===== src/design/tpc_defs.svh =====
// register map, field positions and limits of the training parameter codec controller
`ifndef TPC_DEFS_SVH
`define TPC_DEFS_SVH
`define TPC_OFF_CTRL 8'h00
`define TPC_OFF_PRES 8'h04
`define TPC_OFF_BACKOFF 8'h08
`define TPC_OFF_NRNG 8'h0C
`define TPC_OFF_STATUS 8'h40
`define TPC_OFF_RX_PRES 8'h44
`define TPC_OFF_RX_BACKOFF 8'h48
`define TPC_RNG_BLOCK 3'h1
`define TPC_RX_RNG_BLOCK 3'h3
`define TPC_CTRL_START 0
`define TPC_CTRL_CLR_DONE 1
`define TPC_CTRL_CLR_ERR 2
`define TPC_CTRL_CLR_CFG 3
`define TPC_ST_BUSY 0
`define TPC_ST_DONE 1
`define TPC_ST_ERR 2
`define TPC_ST_CFG 3
`define TPC_ST_NRX_LSB 8
`define TPC_MIN_LSB 0
`define TPC_MAX_LSB 8
`define TPC_STEP_LSB 16
`define TPC_RATE_LO 7'd3
`define TPC_RATE_HI 7'd60
`define TPC_STEP_LO 7'd1
`define TPC_STEP_HI 7'd89
`define TPC_NRNG_MAX 4'd8
`define TPC_NRNG_RST 4'h1
`define TPC_IDX_LAST 5'h1F
`define TPC_POS_LEAD 2'h0
`define TPC_POS_MIN 2'h1
`define TPC_POS_MAX 2'h2
`define TPC_POS_STEP 2'h3
`endif


===== src/design/tpc_pkg.sv =====
// types shared by the training parameter codec controller
package tpc_pkg;
  typedef enum logic [1:0] {
    TPC_TX_IDLE = 2'b00,
    TPC_TX_PRES = 2'b01,
    TPC_TX_BO = 2'b10,
    TPC_TX_RNG = 2'b11
  } tpc_tx_e;
  typedef enum logic [1:0] {
    TPC_RX_PRES = 2'b00,
    TPC_RX_BO = 2'b01,
    TPC_RX_RNG = 2'b10,
    TPC_RX_SKIP = 2'b11
  } tpc_rx_e;
  // one rate range as 7-bit values
  typedef struct packed {
    logic [6:0] mn;
    logic [6:0] mx;
    logic [6:0] st;
  } tpc_range_s;
  // one octet on the link with its framing
  typedef struct packed {
    logic valid;
    logic last;
    logic [7:0] data;
  } tpc_oct_s;
  typedef struct packed {
    logic [31:0] hrdata;
    logic hready;
    logic rd_pend;
    logic wr_pend;
    logic [7:0] addr;
    logic [5:0] pres;
    logic [4:0] bo;
    logic [3:0] nrng;
    tpc_range_s [7:0] rng;
    tpc_tx_e tx_state;
    logic [4:0] tx_idx;
    tpc_oct_s tx;
    logic cfg_err;
    tpc_rx_e rx_state;
    logic [4:0] rx_idx;
    logic [5:0] rx_pres;
    logic [4:0] rx_bo;
    tpc_range_s [7:0] rx_rng;
    logic [3:0] rx_n;
    logic rx_done;
    logic rx_err;
  } tpc_state_s;
endpackage


===== src/design/tpc_host.sv =====
// controller that frames and parses training parameter octets toward the peer transceiver
//
// Implementation choices: the AHB-Lite register port and the register addresses.
`timescale 1ns/1ps
`include "tpc_defs.svh"
module tpc_host
  import tpc_pkg::*;
(
  // clock and reset
  input wire logic hclk,
  input wire logic hresetn,
  // ahb-lite slave
  input wire logic hsel,
  input wire logic [31:0] haddr,
  input wire logic [1:0] htrans,
  input wire logic hwrite,
  input wire logic [2:0] hsize,
  input wire logic [31:0] hwdata,
  input wire logic hready,
  output logic [31:0] hrdata,
  output logic hreadyout,
  output logic hresp,
  // octets toward the peer
  output tpc_oct_s tx_oct,
  input wire logic tx_ready,
  // octets from the peer
  input tpc_oct_s rx_oct
);

  tpc_state_s s_q;
  tpc_state_s s_d;

  //////////////////////////////////////////////////////////////////////////////
  // helpers

  // a value only scales the payload rate, so range checks are all we need
  function automatic logic tpc_rng_ok(input tpc_range_s r);
    tpc_rng_ok = (r.mn >= `TPC_RATE_LO) && (r.mn <= `TPC_RATE_HI) &&
                 (r.mx >= `TPC_RATE_LO) && (r.mx <= `TPC_RATE_HI) &&
                 (r.st >= `TPC_STEP_LO) && (r.st <= `TPC_STEP_HI);
  endfunction

  // octet at position pos of one range group
  function automatic logic [7:0] tpc_enc(input tpc_range_s r, input logic [1:0] pos);
    case (pos)
      // top bits, reserved bits 8..4 left zero
      `TPC_POS_LEAD: tpc_enc = {5'h00, r.st[6], r.mx[6], r.mn[6]};
      `TPC_POS_MIN: tpc_enc = {2'h0, r.mn[5:0]};
      `TPC_POS_MAX: tpc_enc = {2'h0, r.mx[5:0]};
      default: tpc_enc = {2'h0, r.st[5:0]};
    endcase
  endfunction

  function automatic logic [31:0] tpc_rword(input tpc_range_s r);
    logic [31:0] w;
    w = 32'h0000_0000;
    w[`TPC_MIN_LSB +: 7] = r.mn;
    w[`TPC_MAX_LSB +: 7] = r.mx;
    w[`TPC_STEP_LSB +: 7] = r.st;
    tpc_rword = w;
  endfunction

  function automatic logic [31:0] tpc_read(input tpc_state_s s, input logic [7:0] a);
    logic [31:0] w;
    w = 32'h0000_0000;
    if (a[7:5] == `TPC_RNG_BLOCK) begin
      w = tpc_rword(s.rng[a[4:2]]);
    end else if (a[7:5] == `TPC_RX_RNG_BLOCK) begin
      w = tpc_rword(s.rx_rng[a[4:2]]);
    end else begin
      case (a)
        `TPC_OFF_PRES: w[5:0] = s.pres;
        `TPC_OFF_BACKOFF: w[4:0] = s.bo;
        `TPC_OFF_NRNG: w[3:0] = s.nrng;
        `TPC_OFF_STATUS: begin
          w[`TPC_ST_BUSY] = (s.tx_state != TPC_TX_IDLE);
          w[`TPC_ST_DONE] = s.rx_done;
          w[`TPC_ST_ERR] = s.rx_err;
          w[`TPC_ST_CFG] = s.cfg_err;
          w[`TPC_ST_NRX_LSB +: 4] = s.rx_n;
        end
        `TPC_OFF_RX_PRES: w[5:0] = s.rx_pres;
        `TPC_OFF_RX_BACKOFF: w[4:0] = s.rx_bo;
        default: w = 32'h0000_0000;
      endcase
    end
    tpc_read = w;
  endfunction

  //////////////////////////////////////////////////////////////////////////////
  // next state

  always_comb begin
    logic cfg_ok;
    logic start;
    logic tx_adv;
    logic [2:0] grp;
    logic [1:0] pos;
    tpc_range_s cur;
    cfg_ok = 1'b0;
    start = 1'b0;
    tx_adv = 1'b0;
    grp = 3'h0;
    pos = 2'h0;
    cur = '0;
    s_d = s_q;

    // one to eight ranges; every range in use must be legal
    cfg_ok = (s_q.nrng != 4'h0) && (s_q.nrng <= `TPC_NRNG_MAX);
    for (int i = 0; i < 8; i++) begin
      if ((4'(i) < s_q.nrng) && !tpc_rng_ok(s_q.rng[i])) begin
        cfg_ok = 1'b0;
      end
    end

    // bus data phase: writes commit here, reads answer one cycle later
    if (s_q.wr_pend) begin
      s_d.wr_pend = 1'b0;
      if (s_q.addr[7:5] == `TPC_RNG_BLOCK) begin
        s_d.rng[s_q.addr[4:2]].mn = hwdata[`TPC_MIN_LSB +: 7];
        s_d.rng[s_q.addr[4:2]].mx = hwdata[`TPC_MAX_LSB +: 7];
        s_d.rng[s_q.addr[4:2]].st = hwdata[`TPC_STEP_LSB +: 7];
      end else begin
        case (s_q.addr)
          `TPC_OFF_CTRL: begin
            start = hwdata[`TPC_CTRL_START];
            if (hwdata[`TPC_CTRL_CLR_DONE]) begin
              s_d.rx_done = 1'b0;
            end
            if (hwdata[`TPC_CTRL_CLR_ERR]) begin
              s_d.rx_err = 1'b0;
            end
            if (hwdata[`TPC_CTRL_CLR_CFG]) begin
              s_d.cfg_err = 1'b0;
            end
          end
          `TPC_OFF_PRES: s_d.pres = hwdata[5:0];
          `TPC_OFF_BACKOFF: s_d.bo = hwdata[4:0];
          `TPC_OFF_NRNG: s_d.nrng = hwdata[3:0];
          default: s_d.wr_pend = 1'b0;
        endcase
      end
    end
    if (s_q.rd_pend) begin
      s_d.rd_pend = 1'b0;
      s_d.hready = 1'b1;
      s_d.hrdata = tpc_read(s_q, s_q.addr);
    end
    if (hsel && htrans[1] && hready) begin
      s_d.addr = haddr[7:0];
      s_d.wr_pend = hwrite;
      s_d.rd_pend = !hwrite;
      s_d.hready = hwrite;
    end

    // transmit framer; an octet is retired when the peer takes it
    tx_adv = s_q.tx.valid && tx_ready;
    grp = s_q.tx_idx[4:2];
    pos = s_q.tx_idx[1:0];
    if (tx_adv) begin
      s_d.tx.valid = 1'b0;
      s_d.tx.last = 1'b0;
    end
    case (s_q.tx_state)
      TPC_TX_IDLE: begin
        if (start && cfg_ok) begin
          // presence flags in bits 1..6, bits 7-8 zero
          s_d.tx.data = {2'h0, s_q.pres};
          s_d.tx.valid = 1'b1;
          // empty presence octet ends the frame
          s_d.tx.last = (s_q.pres == 6'h00);
          s_d.tx_state = TPC_TX_PRES;
        end else if (start) begin
          s_d.cfg_err = 1'b1;
        end
      end
      TPC_TX_PRES: begin
        if (tx_adv) begin
          if (s_q.pres == 6'h00) begin
            s_d.tx_state = TPC_TX_IDLE;
          end else begin
            // backoff count with bit 6 held zero
            s_d.tx.data = {3'h0, s_q.bo};
            s_d.tx.valid = 1'b1;
            s_d.tx_state = TPC_TX_BO;
          end
        end
      end
      TPC_TX_BO: begin
        if (tx_adv) begin
          s_d.tx.data = tpc_enc(s_q.rng[0], `TPC_POS_LEAD);
          s_d.tx.valid = 1'b1;
          s_d.tx_idx = 5'h00;
          s_d.tx_state = TPC_TX_RNG;
        end
      end
      TPC_TX_RNG: begin
        if (tx_adv) begin
          // stop after the last octet of range nrng
          if ((pos == `TPC_POS_STEP) && ({1'b0, grp} + 4'h1 == s_q.nrng)) begin
            s_d.tx_state = TPC_TX_IDLE;
          end else begin
            s_d.tx_idx = s_q.tx_idx + 5'h01;
            s_d.tx.data = tpc_enc(s_q.rng[s_d.tx_idx[4:2]], s_d.tx_idx[1:0]);
            s_d.tx.valid = 1'b1;
            s_d.tx.last = (s_d.tx_idx[1:0] == `TPC_POS_STEP) &&
                          ({1'b0, s_d.tx_idx[4:2]} + 4'h1 == s_q.nrng);
          end
        end
      end
      default: s_d.tx_state = TPC_TX_IDLE;
    endcase

    // receive parser; error and done flags are set after the clears so a set wins
    grp = s_q.rx_idx[4:2];
    pos = s_q.rx_idx[1:0];
    if (rx_oct.valid) begin
      case (s_q.rx_state)
        TPC_RX_PRES: begin
          s_d.rx_pres = rx_oct.data[5:0];
          s_d.rx_idx = 5'h00;
          if (rx_oct.data[5:0] == 6'h00) begin
            // nothing may follow an empty presence octet
            s_d.rx_state = rx_oct.last ? TPC_RX_PRES : TPC_RX_SKIP;
            s_d.rx_err = s_d.rx_err || !rx_oct.last;
            s_d.rx_done = rx_oct.last || s_d.rx_done;
            s_d.rx_n = 4'h0;
          end else if (rx_oct.last) begin
            s_d.rx_err = 1'b1;
            s_d.rx_done = 1'b1;
          end else begin
            s_d.rx_state = TPC_RX_BO;
          end
        end
        TPC_RX_BO: begin
          s_d.rx_bo = rx_oct.data[4:0];
          // reserved bit 6 set, or frame cut short
          if (rx_oct.data[5] || rx_oct.last) begin
            s_d.rx_err = 1'b1;
          end
          s_d.rx_state = rx_oct.last ? TPC_RX_PRES : TPC_RX_RNG;
          s_d.rx_done = rx_oct.last || s_d.rx_done;
        end
        TPC_RX_RNG: begin
          cur = s_q.rx_rng[grp];
          case (pos)
            `TPC_POS_LEAD: begin
              // top bits; reserved bits 6..4 must be zero
              cur.mn[6] = rx_oct.data[0];
              cur.mx[6] = rx_oct.data[1];
              cur.st[6] = rx_oct.data[2];
              if (rx_oct.data[5:3] != 3'h0) begin
                s_d.rx_err = 1'b1;
              end
            end
            // low six bits joined to the top bit
            `TPC_POS_MIN: cur.mn[5:0] = rx_oct.data[5:0];
            `TPC_POS_MAX: cur.mx[5:0] = rx_oct.data[5:0];
            default: begin
              cur.st[5:0] = rx_oct.data[5:0];
              // completed range out of its window
              if (!tpc_rng_ok(cur)) begin
                s_d.rx_err = 1'b1;
              end
            end
          endcase
          s_d.rx_rng[grp] = cur;
          s_d.rx_idx = s_q.rx_idx + 5'h01;
          if (rx_oct.last) begin
            // frame must end on a whole group
            if (pos != `TPC_POS_STEP) begin
              s_d.rx_err = 1'b1;
            end
            s_d.rx_n = {1'b0, grp} + 4'h1;
            s_d.rx_done = 1'b1;
            s_d.rx_state = TPC_RX_PRES;
          end else if (s_q.rx_idx == `TPC_IDX_LAST) begin
            s_d.rx_err = 1'b1;
            s_d.rx_state = TPC_RX_SKIP;
          end
        end
        default: begin
          if (rx_oct.last) begin
            s_d.rx_done = 1'b1;
            s_d.rx_state = TPC_RX_PRES;
          end
        end
      endcase
    end
  end

  //////////////////////////////////////////////////////////////////////////////
  // state register

  always_ff @(posedge hclk or negedge hresetn) begin
    if (!hresetn) begin
      s_q <= '0;
      s_q.hready <= 1'b1;
      s_q.nrng <= `TPC_NRNG_RST;
    end else begin
      s_q <= s_d;
    end
  end

  assign hrdata = s_q.hrdata;
  assign hreadyout = s_q.hready;
  // responses are always okay; unmapped reads give zero
  assign hresp = 1'b0;
  assign tx_oct = s_q.tx;

endmodule


===== config.mk =====
export PLATFORM = sky130hd
export DESIGN_NAME = tpc_host
export DESIGN_NICKNAME = d
export VERILOG_FILES = /design/src/design/tpc_pkg.sv /design/src/design/tpc_host.sv
export VERILOG_INCLUDE_DIRS = /design/src /design/src/design
export SDC_FILE = /design/constraint.sdc
export NUM_CORES = 1
export LEC_CHECK = 0
export BUFFER_PORTS_ARGS = -buffer_cell sky130_fd_sc_hd__buf_2
export CORE_UTILIZATION = 64
export CTS_BUF_LIST = sky130_fd_sc_hd__clkbuf_8
export CTS_CLUSTER_DIAMETER = 150
export CTS_CLUSTER_SIZE = 30
export DETAILED_ROUTE_END_ITERATION = 10
export PLACE_DENSITY = 0.88
export SLEW_MARGIN = 20
export SYNTH_ARGS = -nofsm -noshare
export SYNTH_HDL_FRONTEND = slang
export SYNTH_SLANG_ARGS = --single-unit

===== constraint.sdc =====
create_clock -name hclk -period 3.7 [get_ports hclk]
set_clock_uncertainty 0.15 [all_clocks]
set_input_delay 0.37 -clock hclk [delete_from_list [all_inputs] [get_ports hclk]]
set_output_delay 0.37 -clock hclk [all_outputs]
set_load 0.03 [all_outputs]

==> results of run 1 <==
## sequential cells by signal, summed over array words and instances, names as in the netlist
register,cells
s_q,393
hrdata,21
tx_oct,8
hreadyout,1
## logic make-up after synthesis
logic type / synth area share
xor+xnor: 0.00728
other cells: 0.000156
fa+ha+maj: 0.00884
compound gates: 0.0962
mux: 0.320
simple gates: 0.0862
flops: 0.440
buf+inv: 0.0417
## layer usage
| metal | up-vias | global-route usage |
|---|---|---|
| met5 | - | 0 |
| met4 | 0 | 0.162 |
| met3 | 260 | 0.0915 |
| met2 | 1346 | 0.561 |
| met1 | 9267 | 0.523 |
| li1 | 7623 | - |
## area by class of cell
cell class                 count  area share
clock buffer                  19      0.0102
clock inverter                13     0.00294
inverter                      26     0.00392
antenna                        3    0.000294
timing repair buffer         175      0.0530
tap                          468      0.0229
sequential                   423       0.415
multi-input combinational   1411       0.492
## final timing paths
path / from / end / slack [ns] / cells after the start
max: s_q[204] / tx_oct[1] / 0.25 / 10
min: hwdata[3] / s_q[192] / 0.08 / 4
max reg2reg: s_q[204] / tx_oct[1] / 0.25 / 10
min reg2reg: s_q[2] / s_q[2] / 0.36 / 2
max in group asynchronous: hresetn / s_q[315] / 2.21 / 3
min in group asynchronous: hresetn / s_q[228] / 0.19 / 2
## metrics by stage
step | total power [uW] | utilization | worst slack, ns | cell area (um^2) | std cells
global placement | 10000 | 0.676 | 0.556 | 24900 | 2468
global route | 12800 | 0.695 | 0.111 | 25600 | 2535
finish | 12300 | 0.695 | 0.246 | 25600 | 2538
CTS | 12200 | 0.695 | 0.350 | 25600 | 2535
detailed placement | 10300 | 0.676 | 0.427 | 24900 | 2468
floorplan | 8870 | - | 0.959 | 24100 | 2037
## worst min-delay path, stage by stage
cell,delay (ns)
buf_2,0.21
nand2_1,0.11
nand2_1,0.05
o21ai_0,0.07
## cells in the mapped netlist (all sizes together), types with 19 or more instances
cell type | count | area share
a21oi | 86 | 0.018
a221oi | 33 | 0.012
a22oi | 28 | 0.0087
buf | 105 | 0.026
clkbuf | 72 | 0.011
dfrtp | 421 | 0.44
inv | 26 | 0.0042
mux2 | 394 | 0.18
mux2i | 89 | 0.037
mux4 | 105 | 0.099
nand2 | 176 | 0.027
nand3 | 43 | 0.0089
nand4 | 20 | 0.0058
nor2 | 84 | 0.013
nor3 | 36 | 0.0077
nor4 | 19 | 0.0052
o21ai | 60 | 0.012
o22ai | 19 | 0.0049
## power by group through the flow
stage | combinational (uW) | sequential [uW] | clock [uW]
floorplan | 3130 | 5740 | 0
global placement | 3950 | 6080 | 0
detailed placement | 4130 | 6150 | 0
CTS | 4180 | 6050 | 1960
global route | 4550 | 6170 | 2090
finish | 4280 | 6100 | 1940
==> metrics.txt, run 1 <==
deepest clock path buffer count 3; clk_lat worst skew 0.61 ns; pwr dens 482 nW/um^2; Comb pwr share 0.347; leakage 0.0113 uW; Crit path arrival time 3.79 ns; H-tree depth 1; fin. max-slew vios 0; DR WL/cell 27.8 um; register area share after synthesis 0.440; area taken by multi-input logic gates 12600 um^2; Num CTS Buffers 18; CP Cell Sequence and3_1, xnor2_4, inv_4, buf_4, mux2i_1, o32ai_1, o21ai_0, a41oi_1, a211oi_1, mux2i_1; DR vias/cell 7.29; Critical-path top delay cell dfrtp_1; kind of critical path register to register; # port buffers 73; Max IR drop VDD 262 uV; clock period minus worst slack 3.45 ns; CP endpoint kind register; initial cell density of the core 0.654; Hold Violations, Final 0; slowest stage delay, CP 0.51 ns; Die Y-Extent 196 um; vias post-DR 18500; IO Pins 129; initial antenna violation count 3; Net Sw Power 4680 uW; clock power share 0.158; Least-Margin Pin Slew 0.918 ns; first-pass GRT wire length 109000 um; WL final 70600 um; most frequent cells in the layout dfrtp_1 (416), mux2_2 (370), nand2_1 (176), mux4_2 (103), mux2i_1 (89); grt total ovfl 0; post-synthesis register bit count 423; post-CTS setup buffer count 0; Hold Slack 0.0760 ns; CP bufs+invs 2; Worst Setup Start Kind register; nets@finish 2157; Synth Area per Inst 11.9 um^2; Initial DRC Count 2748; # fillers 2501; CP top delay family compound AO/OA/AOI/OAI gates; Synth Flop Type dfrtp_1; Yosys warning count 0; Worst slew margin 0.386; Worst EP required 4.03 ns; setup_tns 0 ns; clk sinks 423; internal power 7650 uW; wire length on met3 8890 um; vias in the first global route 18200; P&R area growth vs syn 6.20%; Worst-path clk slew 0.21 ns; post-CTS sizing 0; Switching Fraction 0.379; hold buffers post-CTS 35; DR pass1 iterations 6; critical path peak fanout 13; status finished clean; RSZ-0062 raised after global routing no; Peak Freq 0.290 GHz; ys async rst share 1.00; most frequent cell on the critical path mux2i_1; EDFF count, synth 0; worst hold path class input port to register; share of layout cells above drive strength 1 0.321; Die W 196 um; gpl congestion 0.983; hpwl dp 49200 um; top sig layer met4; largest net degree at the start of global routing 93; clock root buffer clkbuf_8; max_cap viols 0; met1 wire length 26900 um; # DRC 0; All-Layer GR Usage 0.374; Antenna Nets Post-Route 0; Flop pwr share 0.495; Synth Instances 2024; CTS tree built; metal2 WL 31400 um; Setup-failing EPs final 0; Core Rows 70; Die Area 38400 um^2; Register Area 10600 um^2; Synth Cell Area 24100 um^2; commonest non-fill, non-tap cell in the layout dfrtp_1; Synth cell types 79; fin crit share 0.934; Core Box Area 36800 um^2
No activity file was read; power rests on OpenSTA's default activity.
==> run 2, diff against run 1 <==
--- a/config.mk
+++ b/config.mk
@@ -7,12 +7,15 @@
 export NUM_CORES = 1
 export LEC_CHECK = 0
 export BUFFER_PORTS_ARGS = -buffer_cell sky130_fd_sc_hd__buf_2
-export CORE_UTILIZATION = 64
+export CELL_PAD_IN_SITES_DETAIL_PLACEMENT = 1
+export CELL_PAD_IN_SITES_GLOBAL_PLACEMENT = 2
+export CORE_UTILIZATION = 44
 export CTS_BUF_LIST = sky130_fd_sc_hd__clkbuf_8
 export CTS_CLUSTER_DIAMETER = 150
 export CTS_CLUSTER_SIZE = 30
 export DETAILED_ROUTE_END_ITERATION = 10
 export PLACE_DENSITY = 0.88
+export RECOVER_POWER = 100
 export SLEW_MARGIN = 20
 export SYNTH_ARGS = -nofsm -noshare
 export SYNTH_HDL_FRONTEND = slang
==> run 2 against run 1 <==
Compared with the run above: core utilization shrank 22 points; setup slack lost 0.037 ns; cell area grew 0.78%; maximum frequency shrank 1.1%; register-to-register slack lost 0.04 ns; total power grew 1.2%; combinational power grew 2%; first-iteration DRC count shrank 44%; non-clock buffer count grew 13; largest cell class unchanged; final cell count grew 9.5%; the run now ends with max-capacitance violations, max-slew violations left.
==> metrics.txt, run 2 (same netlist as run 1, synthesis figures left out) <==
status complete, but fails checks; failing checks max-capacitance violations, max-slew violations; most frequent cells in the layout dfrtp_1 (418), mux2_2 (357), nand2_1 (176), mux4_2 (103), mux2i_1 (89); Die Area 55600 um^2 (+45%); kind of critical path register to register; largest net degree at the start of global routing 104 (+12%); Hold Path Origin hwdata[1]; CP endpoint kind register; hold endpoint s_q[1]; initial antenna violation count 3 (unchanged); post-CTS setup buffer count 0 (unchanged); pwr dens 484 nW/um^2 (+0.41%); FF-to-FF setup slack 0.21 ns (-0.04 ns); gpl congestion 0.924 (-5.9%); Crit path arrival time 3.89 ns (+0.10 ns); Core Box Area 53900 um^2 (+47%); clk_lat worst skew 0.68 ns (+0.07 ns); critical path peak fanout 30 (+17); max FFs per register 393 (unchanged); commonest non-fill, non-tap cell in the layout dfrtp_1; Worst EP required 4.10 ns (+0.07 ns); Core Rows 85 (+21%); DR vias/cell 6.50 (-11%); met1 wire length 34400 um (+28%); vias post-DR 18000 (-2.4%); wire length on met3 5460 um (-39%); hpwl dp 57300 um (+16%); P&R area growth vs syn 7.03%; H-tree depth 1 (unchanged); setup_tns 0 ns (unchanged); vias in the first global route 19100 (+4.9%); first-pass GRT wire length 123000 um (+13%); Hold Path Cell Cnt 3 (-1); CP bufs+invs 1 (-1); Peak Freq 0.286 GHz (-1.1%); Die W 236 um (+20%); CP top delay family flip-flops; leakage 0.0113 uW (-0.61%); IO Pins 129 (unchanged); top sig layer met5; WL final 79500 um (+13%); Antenna Nets Post-Route 0 (unchanged); CTS tree built; share of layout cells above drive strength 1 0.293 (-0.0275); Least-Margin Pin Slew 2.57 ns (+1.66 ns); RSZ-0062 raised after global routing no; clk sinks 423 (unchanged); deepest clock path buffer count 3 (unchanged); # port buffers 73 (unchanged); clock root buffer clkbuf_8; fin util 0.478 (-0.217); clock period minus worst slack 3.49 ns (+0.0368 ns); FF-to-FF End hrdata[5]; Die Y-Extent 236 um (+20%); fin crit share 0.943 (+0.00995); Worst-path clk slew 0.19 ns (-0.02 ns); R2R depth 6 (-4); Max IR drop VDD 279 uV (+6.2%); # fillers 5576 (+120%); RR Startpoint s_q[396]; Critical-path top delay cell dfrtp_1; worst hold path class input port to register; max_cap viols 3 (+3); Hold Violations, Final 0 (unchanged); Reg with most FFs s_q; metal2 WL 36900 um (+18%); grt total ovfl 0 (unchanged); fin cells 2778 (+9.5%); DR pass1 iterations 5 (-1); Num CTS Buffers 18 (unchanged); placed insts 2706 (+9.6%); initial cell density of the core 0.446 (-0.208); CP Cell Sequence buf_4, mux4_2, mux2i_1, nor2_1, nor3_1, a21oi_1; nets@finish 2170 (+0.60%); Setup-failing EPs final 0 (unchanged); All-Layer GR Usage 0.288 (-0.0860); CP startpoint s_q[396]; slowest stage delay, CP 1.38 ns (+0.87 ns); # DRC 0 (unchanged); Worst slew margin -0.716 (-1.10); Initial DRC Count 1548 (-44%); Worst Setup Start Kind register; fin. max-slew vios 164 (+164); DR WL/cell 28.6 um (+2.9%)
==> run 2: cell count changes in the layout (fill, tap and decap cells not counted), moves of 5 or more <==
cell / change
buf_2: -31
buf_4: -5
clkbuf_1: +40
clkbuf_2: +9
mux2_1: +13
mux2_2: -13
==> run 2: per-layer routing <==
layer	GRT usage	vias to the layer above
met4	0.0990	2
met1	0.410	9603
li1	-	7640
met2	0.452	681
met5	0	-
met3	0.0404	118
==> run 2: worst register-to-register path, cell delays in order (launching register included) <==
cell	delay (ns)
dfrtp_1	1.38
buf_4	0.47
mux4_2	0.35
mux2i_1	0.41
nor2_1	0.13
nor3_1	0.36
a21oi_1	0.12
==> run 2: final cells by class <==
class | count | area, um^2 | share of cell area
antenna | 2 | 5.00 | 0.000194
clock buffer | 19 | 262 | 0.0102
tap | 696 | 871 | 0.0338
inverter | 26 | 100 | 0.00389
sequential | 423 | 10600 | 0.411
multi-input combinational | 1411 | 12500 | 0.487
timing repair buffer | 188 | 1320 | 0.0513
clock inverter | 13 | 75.1 | 0.00291
==> run 2: what timing repair did <==
item	4_1_cts	5_1_grt
endpoints found under the hold margin	257	0
hold buffers	38	0
gates resized for setup	0	0
==> run 2: worst max path at each step <==
stage / to / slack [ns] / depth (start not counted)
final: hrdata[5] / 0.21 / 6
after CTS: tx_oct[4] / 0.43 / 9
after detailed placement: tx_oct[4] / 0.49 / 9
after floorplan: tx_oct[8] / 0.96 / 14
after global placement: tx_oct[1] / 0.52 / 10
after global routing: s_q[263] / 0.15 / 5
==> run 2: through the flow <==
stage	hold WS (ns)	cell area, um^2	power (uW)	setup slack (ns)
3_3_place_gp	0.297	25200	10200	0.516
5_1_grt	0.0358	25800	13000	0.148
6_report	0.0492	25800	12500	0.209
4_1_cts	0.00504	25900	12500	0.428
3_5_place_dp	0.304	25200	10500	0.488
2_1_floorplan	-0.0756	24100	8870	0.959
==> run 2: report_power, final <==
group	switching, uW	total (uW)	internal [uW]
sequential	794	6080	5290
clock	1520	2020	501
combinational	2540	4370	1840
==> run 3, diff against run 2 <==
--- a/config.mk
+++ b/config.mk
@@ -14,6 +14,7 @@
 export CTS_CLUSTER_DIAMETER = 150
 export CTS_CLUSTER_SIZE = 30
 export DETAILED_ROUTE_END_ITERATION = 10
+export HOLD_SLACK_MARGIN = 0.1
 export PLACE_DENSITY = 0.88
 export RECOVER_POWER = 100
 export SLEW_MARGIN = 20
==> run 3 against run 2 <==
Compared with the run above: the run still ends with max-capacitance violations, max-slew violations left; die area unchanged; maximum frequency is 0.99% lower; clock-buffer cell count unchanged; critical path type unchanged; largest cell class unchanged; largest power group unchanged.
==> metrics.txt, run 3 (same netlist as run 1, synthesis figures left out) <==
leakage 0.0113 uW (+0.19%); failing checks max-capacitance violations, max-slew violations; Hold Path Cell Cnt 3 (unchanged); area taken by multi-input logic gates 12500 um^2 (about the same); vias post-DR 18200 (+0.63%); first-pass GRT wire length 124000 um (+0.12%); commonest non-fill, non-tap cell in the layout dfrtp_1; Crit path arrival time 3.93 ns (+0.04 ns); Initial DRC Count 1626 (+5.0%); fin crit share 0.953 (+0.00947); Max IR drop VDD 277 uV (-0.53%); Die W 236 um (unchanged); FF-to-FF End hrdata[5]; Die Area 55600 um^2 (unchanged); post-CTS setup buffer count 0 (unchanged); initial cell density of the core 0.446 (unchanged); Num CTS Buffers 18 (unchanged); RSZ-0062 raised after global routing no; DR vias/cell 6.52 (+0.45%); # DRC 0 (unchanged); Worst EP required 4.10 ns (about the same); Peak Freq 0.284 GHz (-0.99%); DR pass1 iterations 5 (unchanged); RR Startpoint s_q[396]; # fillers 5567 (-0.16%); CTS tree built; share of layout cells above drive strength 1 0.293 (-0.000703); hpwl dp 57300 um (unchanged); clock root buffer clkbuf_8; Setup-failing EPs final 0 (unchanged); most frequent cells in the layout dfrtp_1 (418), mux2_2 (357), nand2_1 (176), mux4_2 (103), mux2i_1 (89); vias in the first global route 19100 (+0.058%); Worst Setup Start Kind register; status complete, but fails checks; clock period minus worst slack 3.53 ns (+0.0350 ns); R2R depth 6 (unchanged); critical path peak fanout 30 (unchanged); initial antenna violation count 3 (unchanged); nets@finish 2175 (+0.23%); largest net degree at the start of global routing 104 (unchanged); Worst slew margin -0.736 (-0.0199); max_cap viols 3 (unchanged); WL final 79700 um (+0.19%); All-Layer GR Usage 0.289 (+0.000445); pwr dens 483 nW/um^2 (-0.15%); clk sinks 423 (unchanged); fin. max-slew vios 165 (+0.61%); grt total ovfl 0 (unchanged); Die Y-Extent 236 um (unchanged); placed insts 2706 (unchanged); Least-Margin Pin Slew 2.60 ns (+0.0298 ns); fin cells 2783 (+0.18%); hold endpoint s_q[402]; Worst-path clk slew 0.18 ns (about the same); DR WL/cell 28.6 um (about the same); H-tree depth 1 (unchanged); kind of critical path register to register; FF-to-FF setup slack 0.17 ns (-0.04 ns); final std cell area, no fill 25800 um^2 (+0.20%); Core Rows 85 (unchanged); gpl congestion 0.924 (unchanged); Hold Path Origin hwrite; worst hold path class input port to register; IO Pins 129 (unchanged); post-placement cell area 25200 um^2 (unchanged); Core Box Area 53900 um^2 (unchanged); max FFs per register 393 (unchanged); setup_tns 0 ns (unchanged); deepest clock path buffer count 3 (unchanged); P&R area growth vs syn 7.25%; # port buffers 73 (unchanged); Hold Violations, Final 0 (unchanged); Antenna Nets Post-Route 0 (unchanged); Reg with most FFs s_q; Register Area 10600 um^2 (unchanged); clk_lat worst skew 0.68 ns (about the same); CP endpoint kind register
-- run 3: changes by cell type in the layout (fill, tap and decap cells not counted), sizes merged --
cell / before / now
dlygate4sd3: 38 / 43
-- run 3: worst max path at each step --
stage,startpoint,endpoint,slack [ns],cells after the start
after floorplan,s_q[205],tx_oct[8],0.96,14
after global placement,s_q[203],tx_oct[1],0.52,10
after detailed placement,s_q[204],tx_oct[4],0.49,9
after CTS,s_q[204],tx_oct[4],0.43,9
after global routing,s_q[396],s_q[263],0.13,5
final,s_q[396],hrdata[5],0.17,6
-- run 3: worst max-delay path, stage by stage (launching register included) --
cell and delay, ns:
dfrtp_1 1.40, buf_4 0.46, mux4_2 0.34, mux2i_1 0.42
nor2_1 0.12, nor3_1 0.36, a21oi_1 0.12
-- run 3: area by class of cell --
| type | instances | area share |
|---|---|---|
| Antenna cell | 2 | 0.000194 |
| Clock buffer | 19 | 0.0101 |
| Clock inverter | 13 | 0.00291 |
| Inverter | 26 | 0.00388 |
| Multi-Input combinational cell | 1411 | 0.486 |
| Sequential cell | 423 | 0.410 |
| Tap cell | 696 | 0.0337 |
| Timing Repair Buffer | 193 | 0.0532 |
-- run 3: power breakdown --
part	total [uW]	switching, uW	internal, uW	leakage [uW]
Combinational	4380	2540	1840	0.00551
Clock	2020	1520	501	0.000212
Sequential	6080	796	5290	0.00557
Total	12500	4860	7620	0.0113
-- run 3: metal layers --
layer | track usage | part of all wire | wire length (um) | vias up
met2 | 0.452 | 0.46 | 37000 | 667
li1 | - | - | - | 7661
met1 | 0.412 | 0.43 | 34500 | 9699
met4 | 0.0982 | 0.034 | 2720 | 2
met3 | 0.0396 | 0.068 | 5460 | 128
met5 | 0 | 0.00016 | 13 | -
-- run 3: through the flow --
step	power, uW	utilization	hold slack (ns)	worst slack (ns)
4_1_cts	12500	0.482	0.155	0.428
3_5_place_dp	10500	0.467	0.304	0.488
3_3_place_gp	10200	0.467	0.297	0.516
2_1_floorplan	8870	-	-0.0756	0.959
6_report	12500	0.479	0.261	0.174
5_1_grt	13100	0.479	0.267	0.133
-- run 3: timing repair --
item | in CTS | in global routing
hold endpoints to repair | 307 | 0
gates resized for setup | 0 | 0
hold buffers | 43 | 0
endpoints found under the setup margin | 0 | 0
